$ cat config.mk
export PLATFORM = sky130hd
export DESIGN_NAME = pesw_phy_sleep_wake
export DESIGN_NICKNAME = d
export VERILOG_FILES = /design/src/pesw_phy_sleep_wake.v
export VERILOG_INCLUDE_DIRS = /design/src
export SDC_FILE = /design/constraint.sdc
export NUM_CORES = 1
export LEC_CHECK = 0
export BUFFER_PORTS_ARGS = -buffer_cell sky130_fd_sc_hd__buf_4
export CAP_MARGIN = 20
export CORE_MARGIN = 2
export CORE_UTILIZATION = 50
export CTS_CLUSTER_DIAMETER = 40
export DETAILED_ROUTE_END_ITERATION = 10
export PLACE_DENSITY = 0.91
export SYNTH_ARGS = -nofsm -noshare
export SYNTH_HDL_FRONTEND = slang
export SYNTH_SLANG_ARGS = --single-unit
$ cat constraint.sdc
create_clock -name sys_clk -period 3.1 [get_ports sys_clk]
set_input_delay 0.62 -clock sys_clk [delete_from_list [all_inputs] [get_ports sys_clk]]
set_output_delay 0.62 -clock sys_clk [all_outputs]
set_load 0.02 [all_outputs]
$ cat src/pesw_defs.vh
// constants for the phy energy sleep and wake block
`ifndef PESW_DEFS_VH
`define PESW_DEFS_VH
`define PESW_WAKE_FLAG_BIT 8
`define PESW_PMT_PHY_A_BIT 14
`define PESW_PMT_PHY_B_BIT 15
`define PESW_WAKE_EXACT 0
`define PESW_WAKE_ALL_ONES 1
`define PESW_WAKE_MAGIC 2
`define PESW_WAKE_PATTERN 3
`define PESW_NLP_TX_BASE_NS 16000000
`define PESW_CLK_PERIOD_NS 8
`define PESW_NLP_TX_BASE_CYC (`PESW_NLP_TX_BASE_NS / `PESW_CLK_PERIOD_NS)
`define PESW_NLP_RX_BASE_NS 16000000
`define PESW_NLP_RX_BASE_CYC (`PESW_NLP_RX_BASE_NS / `PESW_CLK_PERIOD_NS)
`define PESW_BCAST_ADDR 48'hFFFFFFFFFFFF
`define PESW_WAKE_RST 4'h0
`endif

$ cat src/pesw_phy_sleep_wake.v
// per-port phy energy sleep, efficiency gating and wake-on-frame logic
`timescale 1ns/1ns
`default_nettype none
`include "pesw_defs.vh"

// Contract
// sleep enabled, no energy: transceiver down
// no energy in sleep: stay down, transmit nothing
// energy returns: power up, restore, flag
// first packets after wake may drop
// sleep enable clear: never power down
// sleep pulses only when enabled, interval selectable
// wake on one pulse or two within interval
// energy wake to pm output via bit 14/15
// efficiency enable defaults from strap inputs
// efficiency only when all conditions met
// capability and advert defaults follow enable
// no efficiency in fibre mode
// four wake enables, each gates its type
// every wake event sets flag bit 8
// wake event to pm output via bit 14/15
// wake registers survive software reset
// exact address match needs good frame
// exact match sets flag and status
// all-ones address match needs good frame
// all-ones match sets flag and status
// host loads address, enable, then mask
// combined wake is and of status, enable
// power-down does not reset config
// status set at good frame end, sticky
module pesw_phy_sleep_wake #(
	parameter NLP_TX_BASE = `PESW_NLP_TX_BASE_CYC,
	parameter NLP_RX_BASE = `PESW_NLP_RX_BASE_CYC,
	parameter PHY_INDEX = 0
) (
	input wire sys_clk,
	input wire nrst,
	input wire soft_rst,

	// sleep and link pulse controls
	input wire energy_sleep_enable,
	input wire line_energy_raw,
	input wire rx_link_pulse_raw,
	input wire tx_nlp_enable,
	input wire [1:0] tx_nlp_interval_sel,
	input wire rx_single_nlp_wake,
	input wire [1:0] rx_nlp_max_interval_sel,

	// efficiency controls and link state
	input wire [1:0] efficiency_strap,
	input wire efficiency_enable_wr,
	input wire efficiency_enable_wdata,
	input wire efficiency_advert_wr,
	input wire efficiency_advert_wdata,
	input wire mac_efficiency_ok,
	input wire partner_efficiency_ok,
	input wire link_100tx_full,
	input wire fibre_mode,

	// power management, wake configuration and frame verdicts
	input wire [15:0] power_mgmt_control,
	input wire [3:0] wake_enable_wdata,
	input wire wake_enable_wr,
	input wire wake_configured_wdata,
	input wire wake_configured_wr,
	input wire [3:0] wake_status_clr,
	input wire [47:0] wake_addr,
	input wire [47:0] rx_dest_addr,
	input wire rx_frame_end,
	input wire rx_frame_good,
	input wire rx_ext_match_magic,
	input wire rx_ext_match_pattern,
	input wire irq_flag_clr_energy,
	input wire irq_flag_clr_wake,

	// every output comes straight from a flop
	output reg transceiver_power_up,
	output reg tx_enable,
	output reg tx_nlp_pulse,
	output reg energy_present,
	output reg energy_sleep_mode,
	output reg energy_event_flag,
	output reg wake_event_flag,
	output reg [3:0] wake_ctrl_enable,
	output reg [3:0] wake_ctrl_received,
	output reg wake_configured,
	output reg wake_combined,
	output reg efficiency_enable,
	output reg efficiency_capability,
	output reg efficiency_advert,
	output reg efficiency_active,
	output reg pm_event
);

	// one-hot sleep states; the half state waits for a second link pulse
	localparam ST_AWAKE = 3'b001;
	localparam ST_SLEEP = 3'b010;
	localparam ST_HALF = 3'b100;
	localparam PM_BIT = (PHY_INDEX == 0) ? `PESW_PMT_PHY_A_BIT : `PESW_PMT_PHY_B_BIT;

	// state, synchroniser and interval counter flops
	reg [2:0] state_reg;
	reg [2:0] state_next;
	reg [2:0] energy_sync_reg;
	reg [2:0] pulse_sync_reg;
	reg energy_clean_reg;
	reg pulse_clean_reg;
	reg pulse_prev_reg;
	reg [25:0] tx_cnt_reg;
	reg [25:0] rx_cnt_reg;
	reg strap_taken_reg;

	// combinational helpers
	wire energy_hit;
	wire pulse_hit;
	wire [25:0] tx_limit;
	wire [25:0] rx_limit;
	wire [3:0] frame_hit;
	wire wake_any;

	// the first stage of each chain is read only by the second
	// a change counts once the last two sync stages agree
	always @(posedge sys_clk) begin
		if (!nrst) begin
			energy_sync_reg <= 3'b000;
			pulse_sync_reg <= 3'b000;
			energy_clean_reg <= 1'b0;
			pulse_clean_reg <= 1'b0;
			pulse_prev_reg <= 1'b0;
		end else begin

			energy_sync_reg <= {energy_sync_reg[1:0], line_energy_raw};
			pulse_sync_reg <= {pulse_sync_reg[1:0], rx_link_pulse_raw};

			if (energy_sync_reg[2] == energy_sync_reg[1])
				energy_clean_reg <= energy_sync_reg[2];
			if (pulse_sync_reg[2] == pulse_sync_reg[1])
				pulse_clean_reg <= pulse_sync_reg[2];

			pulse_prev_reg <= pulse_clean_reg;
		end
	end

	// a link pulse is itself energy on the line
	assign pulse_hit = pulse_clean_reg & ~pulse_prev_reg;
	assign energy_hit = energy_clean_reg | pulse_hit;
	assign tx_limit = NLP_TX_BASE[25:0] << tx_nlp_interval_sel;
	assign rx_limit = NLP_RX_BASE[25:0] << rx_nlp_max_interval_sel;

	// each select step doubles the base interval; counters are sized for the largest step
	// sleep state machine; only transceiver power changes, config regs are untouched
	always @* begin
		state_next = state_reg;
		case (state_reg)
			ST_AWAKE: begin
				if (energy_sleep_enable && !energy_clean_reg)
					state_next = ST_SLEEP;
			end

			ST_SLEEP: begin
				if (!energy_sleep_enable)
					state_next = ST_AWAKE;
				else if (energy_clean_reg)
					state_next = ST_AWAKE;
				else if (pulse_hit)
					state_next = rx_single_nlp_wake ? ST_AWAKE : ST_HALF;
			end

			ST_HALF: begin
				if (!energy_sleep_enable || energy_clean_reg || pulse_hit)
					state_next = ST_AWAKE;
				else if (rx_cnt_reg >= rx_limit)
					state_next = ST_SLEEP;
			end

			default: state_next = ST_AWAKE;
		endcase
	end

	// power, tx enable and sleep mode follow state_next so they change on the same edge
	always @(posedge sys_clk) begin
		if (!nrst) begin
			state_reg <= ST_AWAKE;
			rx_cnt_reg <= 26'h0000000;
			tx_cnt_reg <= 26'h0000000;
			transceiver_power_up <= 1'b1;
			tx_enable <= 1'b1;
			tx_nlp_pulse <= 1'b0;
			energy_present <= 1'b0;
			energy_sleep_mode <= 1'b0;
			energy_event_flag <= 1'b0;
			pm_event <= 1'b0;
		end else begin

			state_reg <= state_next;
			rx_cnt_reg <= (state_reg == ST_HALF) ? rx_cnt_reg + 26'h0000001 : 26'h0000000;
			// the first packets after wake arrive before power-up completes and may be lost
			transceiver_power_up <= (state_next == ST_AWAKE);
			tx_enable <= (state_next == ST_AWAKE);
			energy_present <= energy_hit;
			energy_sleep_mode <= (state_next != ST_AWAKE);

			// link pulses are sent only while asleep, one clock wide
			tx_nlp_pulse <= 1'b0;
			if (state_reg != ST_AWAKE && tx_nlp_enable) begin
				if (tx_cnt_reg >= tx_limit) begin
					tx_cnt_reg <= 26'h0000000;
					tx_nlp_pulse <= 1'b1;
				end else
					tx_cnt_reg <= tx_cnt_reg + 26'h0000001;
			end else
				tx_cnt_reg <= 26'h0000000;

			// set wins over clear
			if (state_reg != ST_AWAKE && state_next == ST_AWAKE && energy_sleep_enable)
				energy_event_flag <= 1'b1;
			else if (irq_flag_clr_energy)
				energy_event_flag <= 1'b0;

			// one control bit gates both energy and wake events
			pm_event <= power_mgmt_control[PM_BIT] & (energy_event_flag | wake_combined);
		end
	end

	// efficiency enable: strap default caught after reset release
	always @(posedge sys_clk) begin
		if (!nrst) begin
			strap_taken_reg <= 1'b0;
			efficiency_enable <= 1'b0;
			efficiency_capability <= 1'b0;
			efficiency_advert <= 1'b0;
			efficiency_active <= 1'b0;
		end else begin

			strap_taken_reg <= 1'b1;
			if (!strap_taken_reg)
				efficiency_enable <= efficiency_strap[PHY_INDEX];
			else if (efficiency_enable_wr)
				efficiency_enable <= efficiency_enable_wdata;

			efficiency_capability <= efficiency_enable;
			if (!strap_taken_reg || efficiency_enable_wr)
				efficiency_advert <= strap_taken_reg ? efficiency_enable_wdata : efficiency_strap[PHY_INDEX];
			else if (efficiency_advert_wr)
				efficiency_advert <= efficiency_advert_wdata;

			// active only while every condition holds; fibre always blocks it
			efficiency_active <= efficiency_enable & efficiency_advert & mac_efficiency_ok &
				partner_efficiency_ok & link_100tx_full & ~fibre_mode;
		end
	end

	// frame matches count only on a good frame end
	assign frame_hit[`PESW_WAKE_EXACT] = rx_frame_end & rx_frame_good & (rx_dest_addr == wake_addr);
	assign frame_hit[`PESW_WAKE_ALL_ONES] = rx_frame_end & rx_frame_good & (rx_dest_addr == `PESW_BCAST_ADDR);
	assign frame_hit[`PESW_WAKE_MAGIC] = rx_frame_end & rx_frame_good & rx_ext_match_magic;
	assign frame_hit[`PESW_WAKE_PATTERN] = rx_frame_end & rx_frame_good & rx_ext_match_pattern;
	// magic and pattern verdicts come from matchers outside this block
	assign wake_any = |(frame_hit & wake_ctrl_enable);

	// the host loads the address and enable before unmasking bit 8
	genvar gi;
	generate
		for (gi = 0; gi < 4; gi = gi + 1) begin : g_wake
			// hard reset only: software reset leaves wake state alone
			always @(posedge sys_clk) begin
				if (!nrst)
					wake_ctrl_received[gi] <= 1'b0;
				else if (frame_hit[gi] && wake_ctrl_enable[gi])
					wake_ctrl_received[gi] <= 1'b1;
				else if (wake_status_clr[gi])
					wake_ctrl_received[gi] <= 1'b0;
			end
		end
	endgenerate

	// enable and configured bits are host written and cleared only by nrst
	always @(posedge sys_clk) begin
		if (!nrst) begin
			wake_ctrl_enable <= `PESW_WAKE_RST;
			wake_configured <= 1'b0;
			wake_combined <= 1'b0;
			wake_event_flag <= 1'b0;
		end else begin

			if (wake_enable_wr)
				wake_ctrl_enable <= wake_enable_wdata;
			if (wake_configured_wr)
				wake_configured <= wake_configured_wdata;

			wake_combined <= |(wake_ctrl_received & wake_ctrl_enable);

			if (wake_any)
				wake_event_flag <= 1'b1;
			else if (irq_flag_clr_wake)
				wake_event_flag <= 1'b0;
		end
	end

endmodule // pesw_phy_sleep_wake
`default_nettype wire

==> metrics, run 1 <==
depth of the CTS H-tree 3; switching share of total power 0.261; Row Count 35; Setup TNS 0 ns; layout cells sized above 1 0.250; IO Pins between 150 and 200; Reg2Reg Depth 7; first drt pass iteration count 4; TritonCTS clock tree yes; hold depth 2; Area growth syn-to-layout 30.1%; CTS buffer count 9; Yosys warnings 0; NetSw ~0.6 mW; Worst-Skew Late Latency roughly 0.37 ns; peak supply drop 218 uV; Routed WL ~14000 um; Slew HR 0.462; fraction of registers with async set or reset after synthesis 0; crit path launch type primary input; first-pass GRT wire length ~22000 um; RR Startpoint rx_cnt_reg[7]; CP peak stage delay 0.34 ns; antenna violations before repair 0; slowest stage cell on the critical path a2111oi_0; logic gate share of total power 0.156; die footprint 10500 um2; WP data arrival 2.69 ns; Critical R2R Capture state_reg[2]; vias roughly 4600; fmax 419 MHz; drt drc 0; Yosys top cell by area dfxtp_1; Internal 1.70 mW; Ant. Diodes 0; Main synth FF type dfxtp_1; commonest non-fill, non-tap cell in the layout buf_4; Max Buffers Root-to-Sink 2; syn_nets 743; grt total ovfl 0; Chip Width 102 um; delay-heaviest family, CP compound AO/OA/AOI/OAI gates; power share of the sequential group 0.492; Crit path buffers/inverters 3; antenna-violating nets left 0; FF+latch count, synth between 80 and 90; First DRT Iteration DRCs 193; GRT Util Overall 0.272; RSZ-0062 raised after global routing no; Synth Area per Inst 8.85 um2; nets roughly 900; hold violation count in the final report 0; Crit. End Element flop; Crit Path Max Fanout 4; Synth Cell Area about 4800 um2; period utilization 0.770; Syn Inst Count 548; clock slew at reported path FFs 0.09 ns; postcts setup bufs 0; chip height 102 um; status complete, no violations; vias in the first global route 4764; Final setup viols 0; top-area cell type share of the netlist area 0.355; CP Data Required Time ~3.4 ns; core area 9330 um2; Least-Margin Pin Slew 0.805 ns; min Tclk post-route 2.39 ns; vias per cell 5.44; post-synth cell types between 40 and 50; Final HPWL DP 11300 um; Hold Crit Class primary input to flop; CTS resizes 0; Wirelength per Cell 16.3 um; critical path class primary input to flop; Port-buffer cells 155; final worst setup slack 0.712 ns; hold buffer count at CTS 0; R2R Setup Slk 1.03 ns; worst hold endpoint efficiency_active; Starting Density 0.520; clock power share 0.352; Max Slew Vio Count 0; Fin Hold WS 0.392 ns; most frequent cells in the layout 156 x buf_4, 86 x dfxtp_1, 73 x nor2_1; sequential area share after synthesis 0.355; top cells by area, synth dfxtp_1 36%, ha_1 11%, xnor2_1 11%; clock root buffer clkbuf_8; clock skew 0.0129 ns; HP Start fibre_mode; largest net degree at the start of global routing 26; Post-synth EDFFs 0; critical-path cell list buf_4 > inv_1 > ha_1 > inv_1 > ha_1 > o211ai_1 > a21oi_1 > a2111oi_0 > o21ai_0 > a211o_1 > a21oi_1; Critical Path Start rx_nlp_max_interval_sel[1]; GPL Wtd Cong just under 1; Leak 2.63 nW; Sink Count 86; pre-CTS WS approximately 0.39 ns; max-cap viol count 0; PwrDens 366 nW/um2
power groups by stage:
stage	Clock, mW	Sequential (mW)	Combinational [mW]
6_report	0.811	1.13	0.361
5_1_grt	0.866	1.14	0.388
4_1_cts	0.821	1.13	0.360
3_5_place_dp	0	1.16	0.358
3_3_place_gp	0	1.16	0.344
2_1_floorplan	0	1.17	0.137
worst max path at each step:
stage / depth (start not counted) / slack [ns] / to
after detailed placement: 11 / 0.39 / state_reg[2]
final: 11 / 0.71 / state_reg[2]
after floorplan: 10 / 0.75 / state_reg[2]
after global placement: 11 / 0.39 / state_reg[2]
after CTS: 11 / 0.74 / state_reg[2]
after global routing: 11 / 0.47 / state_reg[2]
cells in the mapped netlist, types with 2 or more instances:
master     instances
a2111oi_0          2
a211oi_1           2
a21o_1             2
a21oi_1           20
a22oi_1            3
and2_1            11
and2b_1            2
and3_1            10
and4_1             5
buf_8              2
clkbuf_1           5
dfxtp_1           86
ha_1              44
inv_1             22
mux2i_1            7
nand2_1           34
nand2b_1           7
nand3_1           25
nand4_1           41
nor2_1            73
nor2b_1            4
nor3_1             4
nor3b_1            4
nor4_1             6
o211ai_1           3
o21ai_0           10
o21bai_1           2
or3_1              3
xnor2_1           60
xor2_1            31
routing by layer:
layer / global-route usage / wire, um
met5: 0 / 0
met4: 0.108 / 473
met3: 0.0581 / 722
met2: 0.531 / 7420
met1: 0.277 / 5030
worst register-to-register path, stage by stage, from the launching register on:
cell and delay, ns:
dfxtp_1 0.46, ha_1 0.28, o211ai_1 0.19, a21oi_1 0.09, a2111oi_0 0.34, o21ai_0 0.22, a211o_1 0.32, a21oi_1 0.11
stage by stage:
step | power [mW] | util | cell area, um2 | std cells
after floorplan | 1.30 | - | 4850 | 548
after global placement | 1.50 | 0.654 | 6100 | 822
after detailed placement | 1.52 | 0.654 | 6100 | 822
after CTS | 2.31 | 0.676 | 6310 | 838
after global routing | 2.39 | 0.676 | 6310 | 838
final | 2.31 | 0.676 | 6310 | 838
final cells by class:
type                    instances  area [um2]
inverters                      22        82.6
flip-flops and latches         86        1720
clock buffers                   9         124
well taps                     129         161
clock inverters                 7        78.8
repair buffers                156        1170
fillers                       704        3020
multi-input cells             429        2970
logic make-up (layout without fill, tap and decap cells):
| kind of cell | count (synthesis) | in the layout | share of synthesized area |
|---|---|---|---|
| other | 1 | 1 | 0.000774 |
| adders and majority gates | 44 | 44 | 0.114 |
| DFF | 86 | 86 | 0.355 |
| muxes | 7 | 7 | 0.0145 |
| buffers and inverters | 33 | 194 | 0.0328 |
| and+or+nand+nor | 235 | 235 | 0.249 |
| AOI/OAI and AO/OA | 51 | 51 | 0.0700 |
| xor gates and xnor gates | 91 | 91 | 0.164 |
Note: power is estimated with default switching activity, not from simulation.
==> run 2: changes to the inputs <==
Settings changed: ABC_AREA from default to 1, PLACE_DENSITY 0.91 to 0.9.
Clock period 3.1 ns to 2.37 ns, I/O delays scaled along.
==> run 2 against run 1 <==
Against the previous run:
- hold slack lost 0.13 ns
- clock power grew 22%
- utilization is 2.6 points lower
- clock-buffer cell count increased by 1
- synthesized cell count is 47% higher
- critical path type unchanged
- largest cell class unchanged
==> metrics, run 2 <==
status complete, no violations; fraction of registers with async set or reset after synthesis 0; CTS buffer count 9; Least-Margin Pin Slew 0.694 ns; Leak ~3.2 nW; Sink Count 86; Reg2Reg Depth 9; peak supply drop 282 uV; Final HPWL DP 11600 um; Row Count 38; IO Pins 173; antenna violations before repair 0; die footprint 11800 um2; CP peak stage delay 0.29 ns; Main synth FF type dfxtp_1; total power slightly below 3 mW; antenna-violating nets left 0; NetSw 0.755 mW; R2R Setup Slk a little under 0.6 ns; largest net degree at the start of global routing 22; nets 1161; post-synth cell types 35; Crit Path Max Fanout 17; Post-DP Area 6800 um2; post-route cell area 6990 um2; vias 5613; GPL Wtd Cong 0.887; slowest stage cell on the critical path ha_1; clock slew at reported path FFs 0.08 ns; stages on the worst setup path 13; Critical R2R Capture tx_cnt_reg[11]; Yosys top cell by area dfxtp_1; met3 wire length 1010 um; delay-heaviest family, CP simple AND/OR/NAND/NOR gates; clock skew around 0.011 ns; min Tclk post-route 1.99 ns; clock root buffer clkbuf_8; Routed WL 14000 um; Final setup viols 0; most frequent cells after synthesis 166 x nand2_1, 131 x inv_1, 104 x nor2_1, 86 x dfxtp_1, 53 x a21oi_1; CP Data Required Time roughly 2.7 ns; most numerous cell in the Yosys netlist nand2_1; FF+latch count, synth 86; GRT Util Overall 0.255; period utilization 0.841; drt drc 0; depth of the CTS H-tree 3; sequential area share after synthesis 0.315; First DRT Iteration DRCs 228; RSZ-0062 raised after global routing no; Crit. End Element flop; clock power share 0.334; vias per cell slightly above 5; most frequent cells in the layout 166 x nand2_1, 158 x buf_4, 131 x inv_1; Hold Crit Class primary input to flop; Internal 2.21 mW; Post-synth EDFFs 0; HP Start fibre_mode; crit path launch type primary input; core area 10700 um2; Cells after DPL 1095; Yosys warnings 0; critical path class primary input to flop; logic gate share of total power 0.164; top-area cell type share of the netlist area 0.315; WP data arrival between 2 and 2.5 ns; commonest non-fill, non-tap cell in the layout nand2_1; CTS resizes 0; hold buffer count at CTS 0; post-layout instance count excluding filler cells 1110; Chip Width 108 um; post-route met1 wirelength 6030 um; TritonCTS clock tree yes; Worst-Skew Late Latency between 0.3 and 0.4 ns; Setup TNS 0 ns; hold violation count in the final report 0; Synth Area per Inst 6.79 um2; Crit path buffers/inverters 4; Wirelength per Cell 12.6 um; power share of the sequential group 0.502; PwrDens 425 nW/um2; vias in the first global route 5520; grt total ovfl 0; Seq. cell area 1720 um2; max-cap viol count 0; final-layout fill cell count 942; Port-buffer cells approximately 160; syn_nets 999; Area growth syn-to-layout 28.0%; Max Slew Vio Count 0; first drt pass iteration count 5; switching share of total power 0.254; postcts setup bufs 0; Max Buffers Root-to-Sink 2; top cells by area, synth dfxtp_1 32%, nand2_1 11%, ha_1 10%; critical-path cell list buf_4 > inv_1 > ha_1 > inv_1 > ha_1 > a21oi_1 > nor2_1 > nor3_1 > nand2_1 > nand2_1 > nand4_1 > buf_12 > nor3_1; Slew HR 0.537; RR Startpoint tx_cnt_reg[15]; fmax 502 MHz; multi-input logic area 3210 um2; Syn Inst Count 804; worst hold endpoint efficiency_active; first-pass GRT wire length 24000 um; met2 routed WL roughly 6600 um; Ant. Diodes 0; top routing layer in use met4; Synth Cell Area 5460 um2; layout cells sized above 1 0.209; Starting Density 0.508; hold depth 2; chip height roughly 110 um
==> run 2: cell count changes after synthesis, sizes merged, moves of 11 or more <==
cell and change:
or2 +11, a21oi +33, nor3 +20, nor2 +40, inv +109, and2 -11
o21ai +22, nand2 +139, xnor2 -48
==> run 2: layer usage <==
layer,vias to the layer above,global-route usage
met2,183,0.434
met3,36,0.0699
met1,2496,0.312
met5,-,0
met4,0,0.0815
li1,2898,-
==> run 2: worst register-to-register path, delay by kind of cell, from the launching register on <==
kind                     cells  cell delay, ns
adder cells (fa/ha/maj)      1            0.28
AO/OA/AOI/OAI                1            0.15
buffers and inverters        1            0.21
flip-flops                   1            0.44
AND/OR/NAND/NOR              6            0.62
==> run 2: how the worst max path moves through the flow <==
stage / start / to / slack, ns
2_1_floorplan: tx_nlp_interval_sel[1] / tx_cnt_reg[19] / 0.36
3_3_place_gp: tx_nlp_interval_sel[1] / tx_cnt_reg[13] / 0.10
3_5_place_dp: tx_nlp_interval_sel[1] / tx_cnt_reg[11] / 0.01
4_1_cts: tx_nlp_interval_sel[1] / tx_cnt_reg[11] / 0.39
5_1_grt: tx_nlp_interval_sel[1] / tx_cnt_reg[11] / 0.07
6_report: tx_nlp_interval_sel[1] / tx_cnt_reg[11] / 0.38
==> run 2: area by class of cell <==
cell class / count / share of cell area
clock buffers: 10 / 0.0183
clock inverters: 5 / 0.00859
inverters: 131 / 0.0704
multi-input cells: 579 / 0.459
flip-flops and latches: 86 / 0.246
well taps: 140 / 0.0251
repair buffers: 159 / 0.173
==> run 2: power groups by stage <==
stage / Clock, mW / Combinational, mW / Sequential, mW
CTS: 1.01 / 0.488 / 1.49
global route: 1.07 / 0.546 / 1.49
floorplan: 0 / 0.192 / 1.54
finish: 0.992 / 0.487 / 1.49
detailed placement: 0 / 0.486 / 1.52
global placement: 0 / 0.473 / 1.52
==> run 2: cells by family after synthesis <==
kind of cell / after synthesis / share of synthesized area
compound gates: 104 / 0.103
xor+xnor: 40 / 0.0642
fa+ha+maj: 44 / 0.101
buf+inv: 139 / 0.0972
flops: 86 / 0.315
other cells: 1 / 0.000687
simple gates: 390 / 0.319
==> run 2: per-stage QoR <==
step                      utilization  worst slack (ns)  hold slack [ns]
after CTS                       0.650             0.389            0.257
final                           0.650             0.377            0.266
after global placement          0.633             0.102            0.397
after floorplan                     -             0.360            0.390
after global routing            0.650            0.0698            0.277
after detailed placement        0.633            0.0124            0.396
